`src/pkg/iodsr_pkg.sv`:
```
// constants for the eight-channel i/o driver register bank
// assumes a 10 mhz clk that also serves as the filter and pwm clock
package iodsr_pkg;
   // register addresses on the 5-bit bus
   localparam logic [4:0] ADDR_LEVEL     = 5'h00;
   localparam logic [4:0] ADDR_CHG_MSG   = 5'h01;
   localparam logic [4:0] ADDR_STATUS    = 5'h02;
   localparam logic [4:0] ADDR_SHORT_MSG = 5'h03;
   localparam logic [4:0] ADDR_SHORT_NOW = 5'h04;
   localparam logic [4:0] ADDR_PART      = 5'h05;
   localparam logic [4:0] ADDR_DRIVER    = 5'h06;
   localparam logic [4:0] ADDR_FLASH     = 5'h07;
   localparam logic [4:0] ADDR_CHG_MASK  = 5'h08;
   localparam logic [4:0] ADDR_SC_MASK   = 5'h09;
   localparam logic [4:0] ADDR_FILT_ACK  = 5'h0d;
   localparam logic [4:0] ADDR_PW_SEL    = 5'h0e;
   localparam logic [4:0] ADDR_PW_DUTY   = 5'h0f;
   // field positions
   localparam int ACK_BIT        = 7;
   localparam int FILT_UPPER_BIT = 4;
   localparam int BYPASS_BIT     = 3;
   localparam int FILT_LOWER_BIT = 0;
   localparam int PW_ON_BIT      = 4;
   localparam int PW_POL_BIT     = 3;
   localparam int ST_CHG_BIT     = 7;
   localparam int ST_SHUT_BIT    = 6;
   localparam int ST_WARN_BIT    = 5;
   localparam int ST_SC_BIT      = 4;
   // reset values
   localparam logic [7:0] REG_RESET = 8'h00;
   // timing
   localparam int CLK_PERIOD_NS  = 100;
   localparam int FILT_SHORT_NS  = 2_300_000;
   localparam int FILT_LONG_NS   = 4_600_000;
   localparam int FILT_SHORT_CYC = FILT_SHORT_NS / CLK_PERIOD_NS;
   localparam int FILT_LONG_CYC  = FILT_LONG_NS / CLK_PERIOD_NS;
   localparam int PW_STEP_CYC    = 16;
   localparam logic [7:0] PW_LAST_SLOT = 8'hfe;
   localparam logic [3:0] PW_LAST_SUB  = 4'(PW_STEP_CYC - 1);
endpackage

```
`src/rtl/iodsr_regs.sv`:
```
// register bank of an eight-channel 24 v i/o driver: messages, status, pwm, masks
// assumes bus strobes and pin levels synchronous to clk; input filtering done outside
`timescale 1ns/1ps
`default_nettype none
module iodsr_regs
   import iodsr_pkg::*;
#(
   parameter int         SHORT_FILT_CYC = FILT_SHORT_CYC,
   parameter int         LONG_FILT_CYC  = FILT_LONG_CYC,
   parameter logic [5:0] PART_CODE      = 6'h2a // arbitrary value
) (
   // clock and reset
   input  wire logic       clk,
   input  wire logic       rst,
   input  wire logic       supply_low,
   // processor bus
   input  wire logic       cs_n,
   input  wire logic       rd_n,
   input  wire logic       wr_n,
   input  wire logic [4:0] addr,
   input  wire logic [7:0] data_in,
   output logic      [7:0] data_out,
   output logic            data_oe,
   // pin and monitor inputs
   input  wire logic [1:0] nibble_output_mode,
   input  wire logic [7:0] sensed_level_bits,
   input  wire logic [7:0] short_raw,
   input  wire logic       temp_warn_now,
   input  wire logic       temp_shutdown_now,
   // output stage control
   output logic      [7:0] driver_on,
   output logic      [7:0] source_off,
   output logic      [7:0] flash_mask_bits,
   output logic            irq_line_n
);
   logic       rst_i;
   logic [7:0] outmask, flash_q;
   logic       rd_act, wr_act, rd_q, wr_q, rd_start, wr_start, ack;
   logic [7:0] driver_on_bits, change_irq_mask_bits, short_irq_mask_bits;
   logic [7:0] filt_ctl, pw_sel, pw_duty;
   logic [7:0] chg_msg, sc_msg, chg_pend, sc_pend;
   logic [1:0] heat_msg, heat_pend;
   logic       chg_frz, sc_frz, stat_frz;
   logic [7:0] level_q, short_filt, short_filt_q;
   logic       warn_q, shut_q;
   logic [7:0] chg_evt, sc_evt, short_now_bits;
   logic [1:0] heat_evt;
   logic [7:0] pw_slot;
   logic [3:0] pw_sub;
   logic       pwm_raw, pwm_level;
   logic [2:0] pulse_pin_select;
   logic       pulse_width_on, pulse_polarity, short_filter_bypass;
   logic [7:0] rd_mux, status_val;
   logic [7:0] next_driver, next_flash, next_chg_mask, next_sc_mask;
   logic [7:0] next_filt_ctl, next_pw_sel, next_pw_duty, next_data_out;
   logic [7:0] next_chg_msg, next_sc_msg, next_chg_pend, next_sc_pend;
   logic [1:0] next_heat_msg, next_heat_pend;
   logic       next_chg_frz, next_sc_frz, next_stat_frz;
   logic [7:0] next_pw_slot;
   logic [3:0] next_pw_sub;
   logic [15:0] filt_cnt [8];

   assign rst_i   = rst | supply_low;
   assign outmask = {{4{nibble_output_mode[1]}}, {4{nibble_output_mode[0]}}};
   assign rd_act   = !cs_n && !rd_n;
   assign wr_act   = !cs_n && !wr_n;
   assign rd_start = rd_act && !rd_q;
   assign wr_start = wr_act && !wr_q;
   assign data_oe  = rd_act;
   assign ack = wr_start && addr == ADDR_FILT_ACK && data_in[ACK_BIT];

   assign pulse_pin_select    = pw_sel[2:0];
   assign pulse_width_on      = pw_sel[PW_ON_BIT];
   assign pulse_polarity      = pw_sel[PW_POL_BIT];
   assign short_filter_bypass = filt_ctl[BYPASS_BIT];
   assign flash_mask_bits     = flash_q;

   for (genvar i = 0; i < 8; i++) begin : g_filt
      logic [15:0] lim, next_cnt;
      logic        next_filt;
      always_comb begin
         lim = (filt_ctl[(i < 4) ? FILT_LOWER_BIT : FILT_UPPER_BIT])
             ? 16'(LONG_FILT_CYC - 1) : 16'(SHORT_FILT_CYC - 1);
         next_cnt  = filt_cnt[i];
         next_filt = short_filt[i];
         if (short_filter_bypass) begin
            next_cnt  = 16'h0000;
            next_filt = short_raw[i];
         end else if (!short_raw[i]) begin
            next_cnt  = 16'h0000;
            next_filt = 1'b0;
         // at or past the limit, so a shorter length picked mid-count still releases
         end else if (filt_cnt[i] >= lim) begin
            next_filt = 1'b1;
         end else begin
            next_cnt = filt_cnt[i] + 16'h0001;
         end
      end
      always_ff @(posedge clk) begin
         if (rst_i) begin
            filt_cnt[i]   <= 16'h0000;
            short_filt[i] <= 1'b0;
         end else begin
            filt_cnt[i]   <= next_cnt;
            short_filt[i] <= next_filt;
         end
      end
   end

   assign short_now_bits = short_raw & outmask;
   // change events only for input-mode pins
   assign chg_evt  = (sensed_level_bits ^ level_q) & ~outmask & change_irq_mask_bits;
   assign sc_evt   = short_filt & ~short_filt_q & outmask & short_irq_mask_bits;
   assign heat_evt = {temp_shutdown_now & ~shut_q, temp_warn_now & ~warn_q};

   assign pwm_raw   = pw_slot < pw_duty;
   assign pwm_level = pulse_polarity ? !pwm_raw : pwm_raw;

   always_comb begin
      status_val                = REG_RESET;
      status_val[ST_CHG_BIT]    = |(chg_msg & ~outmask);
      status_val[ST_SHUT_BIT]   = heat_msg[1];
      status_val[ST_WARN_BIT]   = heat_msg[0];
      status_val[ST_SC_BIT]     = |(sc_msg & outmask);
      status_val[2]             = temp_shutdown_now;
      status_val[1]             = temp_warn_now;
      status_val[0]             = |short_now_bits;
   end

   always_comb begin
      case (addr)
         ADDR_LEVEL:     rd_mux = sensed_level_bits;
         ADDR_CHG_MSG:   rd_mux = chg_msg & ~outmask;
         ADDR_STATUS:    rd_mux = status_val;
         ADDR_SHORT_MSG: rd_mux = sc_msg & outmask;
         ADDR_SHORT_NOW: rd_mux = short_now_bits;
         ADDR_PART:      rd_mux = {2'b00, PART_CODE};
         ADDR_DRIVER:    rd_mux = driver_on_bits;
         ADDR_FLASH:     rd_mux = flash_q;
         ADDR_CHG_MASK:  rd_mux = change_irq_mask_bits;
         ADDR_SC_MASK:   rd_mux = short_irq_mask_bits;
         ADDR_FILT_ACK:  rd_mux = filt_ctl;
         ADDR_PW_SEL:    rd_mux = pw_sel;
         ADDR_PW_DUTY:   rd_mux = pw_duty;
         default:        rd_mux = REG_RESET;
      endcase
   end

   always_comb begin
      next_driver   = driver_on_bits;
      next_flash    = flash_q;
      next_chg_mask = change_irq_mask_bits;
      next_sc_mask  = short_irq_mask_bits;
      next_filt_ctl = filt_ctl;
      next_pw_sel   = pw_sel;
      next_pw_duty  = pw_duty;
      next_data_out = rd_act ? rd_mux : data_out;
      if (wr_start) begin
         case (addr)
            ADDR_DRIVER:   next_driver = data_in;
            ADDR_FLASH:    next_flash  = data_in;
            // change mask bits only take writes for input-mode nibbles
            ADDR_CHG_MASK: next_chg_mask = (data_in & ~outmask)
                                         | (change_irq_mask_bits & outmask);
            ADDR_SC_MASK:  next_sc_mask  = data_in;
            ADDR_FILT_ACK: next_filt_ctl = data_in & 8'h19;
            ADDR_PW_SEL:   next_pw_sel   = data_in & 8'h1f;
            ADDR_PW_DUTY:  next_pw_duty  = data_in;
            default:       next_driver   = driver_on_bits;
         endcase
      end
   end

   always_comb begin
      next_chg_msg   = chg_msg;
      next_sc_msg    = sc_msg;
      next_heat_msg  = heat_msg;
      next_chg_pend  = chg_pend;
      next_sc_pend   = sc_pend;
      next_heat_pend = heat_pend;
      next_chg_frz   = chg_frz;
      next_sc_frz    = sc_frz;
      next_stat_frz  = stat_frz;
      if (ack) begin
         // clear, reload from pipeline; new events are kept
         next_chg_msg   = chg_pend | chg_evt;
         next_sc_msg    = sc_pend | sc_evt;
         next_heat_msg  = heat_pend | heat_evt;
         next_chg_pend  = 8'h00;
         next_sc_pend   = 8'h00;
         next_heat_pend = 2'b00;
         next_chg_frz   = 1'b0;
         next_sc_frz    = 1'b0;
         next_stat_frz  = 1'b0;
      end else begin
         if (chg_frz) next_chg_pend = chg_pend | chg_evt;
         else         next_chg_msg  = chg_msg | chg_evt;
         if (sc_frz)  next_sc_pend  = sc_pend | sc_evt;
         else         next_sc_msg   = sc_msg | sc_evt;
         if (stat_frz) next_heat_pend = heat_pend | heat_evt;
         else          next_heat_msg  = heat_msg | heat_evt;
         if (rd_start && addr == ADDR_CHG_MSG)   next_chg_frz  = 1'b1;
         if (rd_start && addr == ADDR_SHORT_MSG) next_sc_frz   = 1'b1;
         if (rd_start && addr == ADDR_STATUS)    next_stat_frz = 1'b1;
      end
   end

   always_comb begin
      next_pw_sub  = pw_sub + 4'h1;
      next_pw_slot = pw_slot;
      if (pw_sub == PW_LAST_SUB) begin
         next_pw_sub  = 4'h0;
         next_pw_slot = (pw_slot == PW_LAST_SLOT) ? 8'h00 : pw_slot + 8'h01;
      end
   end

   always_ff @(posedge clk) begin
      if (rst_i) begin
         driver_on_bits       <= REG_RESET;
         flash_q              <= REG_RESET;
         change_irq_mask_bits <= REG_RESET;
         short_irq_mask_bits  <= REG_RESET;
         filt_ctl             <= REG_RESET;
         pw_sel               <= REG_RESET;
         pw_duty              <= REG_RESET;
         data_out             <= REG_RESET;
         chg_msg              <= REG_RESET;
         sc_msg               <= REG_RESET;
         chg_pend             <= REG_RESET;
         sc_pend              <= REG_RESET;
         heat_msg             <= 2'b00;
         heat_pend            <= 2'b00;
         chg_frz              <= 1'b0;
         sc_frz               <= 1'b0;
         stat_frz             <= 1'b0;
         rd_q                 <= 1'b0;
         wr_q                 <= 1'b0;
         level_q              <= REG_RESET;
         short_filt_q         <= REG_RESET;
         warn_q               <= 1'b0;
         shut_q               <= 1'b0;
         pw_slot              <= 8'h00;
         pw_sub               <= 4'h0;
      end else begin
         driver_on_bits       <= next_driver;
         flash_q              <= next_flash;
         change_irq_mask_bits <= next_chg_mask;
         short_irq_mask_bits  <= next_sc_mask;
         filt_ctl             <= next_filt_ctl;
         pw_sel               <= next_pw_sel;
         pw_duty              <= next_pw_duty;
         data_out             <= next_data_out;
         chg_msg              <= next_chg_msg;
         sc_msg               <= next_sc_msg;
         chg_pend             <= next_chg_pend;
         sc_pend              <= next_sc_pend;
         heat_msg             <= next_heat_msg;
         heat_pend            <= next_heat_pend;
         chg_frz              <= next_chg_frz;
         sc_frz               <= next_sc_frz;
         stat_frz             <= next_stat_frz;
         rd_q                 <= rd_act;
         wr_q                 <= wr_act;
         level_q              <= sensed_level_bits;
         short_filt_q         <= short_filt;
         warn_q               <= temp_warn_now;
         shut_q               <= temp_shutdown_now;
         pw_slot              <= next_pw_slot;
         pw_sub               <= next_pw_sub;
      end
   end

   always_comb begin
      driver_on  = driver_on_bits & outmask;
      source_off = 8'h00;
      if (pulse_width_on) begin
         driver_on[pulse_pin_select]  = pwm_level;
         source_off[pulse_pin_select] = 1'b1;
      end
   end

   // line low while any message pending
   assign irq_line_n = !(|(chg_msg & ~outmask) || |(sc_msg & outmask) || |heat_msg);
endmodule // iodsr_regs
`default_nettype wire

```
`config.mk`:
```
export PLATFORM = sky130hd
export DESIGN_NAME = iodsr_regs
export DESIGN_NICKNAME = d
export VERILOG_FILES = /design/src/pkg/iodsr_pkg.sv /design/src/rtl/iodsr_regs.sv
export SDC_FILE = /design/constraint.sdc
export NUM_CORES = 1
export LEC_CHECK = 0
export CAP_MARGIN = 20
export CELL_PAD_IN_SITES_DETAIL_PLACEMENT = 1
export CELL_PAD_IN_SITES_GLOBAL_PLACEMENT = 1
export CORE_MARGIN = 2
export CORE_UTILIZATION = 40
export CTS_CLUSTER_DIAMETER = 120
export DETAILED_ROUTE_END_ITERATION = 7
export DONT_BUFFER_PORTS = 1
export PLACE_DENSITY_LB_ADDON = 0.1
export SYNTH_ARGS = -nofsm -noshare
export SYNTH_HDL_FRONTEND = slang
export SYNTH_SLANG_ARGS = --single-unit
```
`constraint.sdc`:
```
create_clock -name clk -period 3.33 [get_ports clk]
set_input_delay 0.4995 -clock clk [delete_from_list [all_inputs] [get_ports clk]]
set_output_delay 0.4995 -clock clk [all_outputs]
set_load 0.01 [all_outputs]
```
==> run metrics <==
Peak VDD IR 0.332 mV; TritonCTS clock tree yes; sequential area share after synthesis 38.3%; Cells after Synth 1600; initial drt markers 549; Total GRT Usage 22.5%; Die Footprint 35800 µm²; mean post-synth cell area 8.58 µm²; Psw 0.00153 W; post-route ant nets 0; ys flop type dfxtp_1; # H-tree levels 1; total CTS buffers 31; total gr overflow 0; share of synthesized registers carrying an async set or reset 0%; Initial Util 40.8%; sequential share of power 46.3%; unrepaired setup endpoints after global routing false; Layout fillers 4023; GPL Wtd Cong 0.822; vias in the first global route 12400; Cell Pwr Density 448 nW/µm²; die width 189 µm; cell family with most CP delay compound AO/OA/AOI/OAI gates; switching share of power 22.3%; Worst Setup End Kind output pin; final critical-path required period 3.00 ns; number of synthesized flops with an enable pin 0; Final period util 90.0%; I/O Buffers 0; drt drc 0; final number of hold-violating endpoints 0; crit path buf inv count 1; postcts setup bufs 0; clock group share of total power 51.2%; Vias per Instance 5.74; combinational power share 2.5%; final setup fails 0; dpl ws 0.354 ns; Core Box Area 33700 µm²; Tightest Pin Transition 0.959 ns; Sequential Area 5270 µm²; Max-Cap Viols 0; placed cells 2005; row cnt 67; nets 1721; Final Util 45.4%; Final Max Tran Viols 0; die height 189 µm; crit-path cells inv_1 -> ha_1 -> a21o_1 -> a211oi_1 -> o21a_2 -> mux2i_1 -> nand2b_1; syn_nets 1729; Root Driver clkbuf_16; CTS clk-pin slew, worst paths 0.07 ns; Highest Clock Rate 0.334 GHz; Post-Layout Cell Count 2065; setup total negative slack 0 ns; status completed; largest net degree at the start of global routing 60; DRT Pass-1 Iters 5; io pins 73; drt total wl 40.0 mm; maximum root-to-sink buffer count 3; Crit Path Class flop to output pin; crit-path max cell delay 0.40 ns; min-delay worst type input port to flop; Ys Warns 0; initial antenna violation count 0; Area Overhead vs Synth 11.4%; Synth area leader dfxtp_1; layout cells sized above 1 6.49%; DPL Wire Length 28.9 mm; drt wl/cell 19.4 µm; Worst Path Arrival 2.50 ns; CP startpoint kind flop; setup ws final 0.334 ns; slowest stage cell, crit path dfxtp_1; Ant. Diodes 0; post-synth cell types 80; Clk Latency, worst-skew pair 0.58 ns; Yosys reg bits 263; first-pass GRT wire length 65.8 mm; Pint 0.00532 W; via count 11900; ranking of synthesized cells by area dfxtp_1 (38%), ha_1 (8.2%), nor2_1 (6.0%), xnor2_1 (5.0%), a21oi_1 (4.2%); Setup Skew 0.0254 ns; CP Data Required Time 2.83 ns; P_leak 5.20 nW; crit-path max FO 15; max_slew headroom 35.9%; multi-input logic area 8080 µm²; Final Power 0.00685 W; synthesized cell area 13700 µm²; CTS sink cnt 263; post-synth top area share 38.3%
## path summary, 6_finish.rpt
check	start	to	slack (ns)	depth (start not counted)
worst max-delay path	pw_duty[1]	driver_on[6]	0.33	7
worst min-delay path	short_raw[5]	short_filt[5]	0.04	2
worst max register to register	filt_ctl[0]	filt_cnt[0][60]	0.35	8
worst min register to register	pw_sub[0]	pw_sub[0]	0.45	1
## what timing repair did
item,CTS,global route
setup endpoints to repair,0,1
endpoints found under the hold margin,1,0
hold buffers,2,0
resized for setup,0,1
## logic make-up after synthesis
group	share of synthesized area [%]
xor+xnor	7.72
compound gates	13.5
fa+ha+maj	8.20
mux	3.36
flops	38.3
buf+inv	3.02
simple gates	25.9
## registers in the layout, summed over array words and instances (netlist names), 2 cells and up, named ones only
register,count
filt_cnt,128
chg_msg,8
chg_pend,8
data_out,8
driver_on_bits,8
flash_mask_bits,8
level_q,8
pw_duty,8
pw_slot,8
sc_msg,8
sc_pend,8
short_filt,8
short_filt_q,8
short_irq_mask_bits,8
pw_sel,5
pw_sub,4
filt_ctl,3
heat_msg,2
heat_pend,2
## per-layer routing
metal | vias to the layer above | global-route usage (%) | share of wire [%] | wire length [µm]
met5 | - | 0 | 0 | 0
met4 | 0 | 5.96 | 2.1 | 839
met3 | 55 | 3.21 | 4.4 | 1770
met2 | 190 | 39.2 | 47 | 18900
met1 | 5837 | 29.0 | 46 | 18500
li1 | 5778 | - | - | -
## synthesized netlist by cell type (10+ instances only)
master    instances
a221oi_1         11
o31ai_1          22
ha_1             90
nor2_1          220
nor4_1           32
nand3_1          84
inv_1            37
and2_1           24
nor3_1           46
a21o_1           11
nand4_1          54
xnor2_1          79
clkbuf_1         49
buf_2            13
o21ai_0          17
nor3b_1          12
mux2i_1          45
nand2_1         122
xor2_1           42
dfxtp_1         263
or3_1            14
o21a_1           12
a22oi_1          14
and3_1           17
a21oi_1         114
a31oi_1          10
and4b_1          15
and4_1           10
## power by group through the flow
stage / sequential, W / clock [W] / combinational (W)
after floorplan: 0.00324 / 0 / 0.000131
after global placement: 0.00324 / 0 / 0.000166
after detailed placement: 0.00324 / 0 / 0.000168
after CTS: 0.00317 / 0.00360 / 0.000170
after global routing: 0.00317 / 0.00374 / 0.000185
final: 0.00317 / 0.00351 / 0.000169
## layout make-up
type,instances,share of cell area [%]
Clock buffer,43,5.89
Clock inverter,15,1.07
Inverter,37,0.908
Multi-Input combinational cell,1234,52.8
Sequential cell,263,34.4
Tap cell,448,3.66
Timing Repair Buffer,25,1.26
## metrics by stage
stage / instance area (µm²) / hold slack [ns]
6_report: 15300 / 0.0351
4_1_cts: 15300 / 0.00580
3_5_place_dp: 14200 / 0.451
2_1_floorplan: 13700 / 0.418
3_3_place_gp: 14200 / 0.432
5_1_grt: 15300 / 0.0207
## placed cells by master, fill, tap and decap left out, drive strengths merged, types with 25 or more instances in the layout
master / n
dfxtp: 263
nor2: 222
nand2: 123
a21oi: 114
ha: 90
nand3: 84
xnor2: 79
nand4: 54
nor3: 52
mux2i: 45
clkbuf: 43
xor2: 42
inv: 38
nor4: 37
and2: 25
Power figures use the tool's default switching activity.
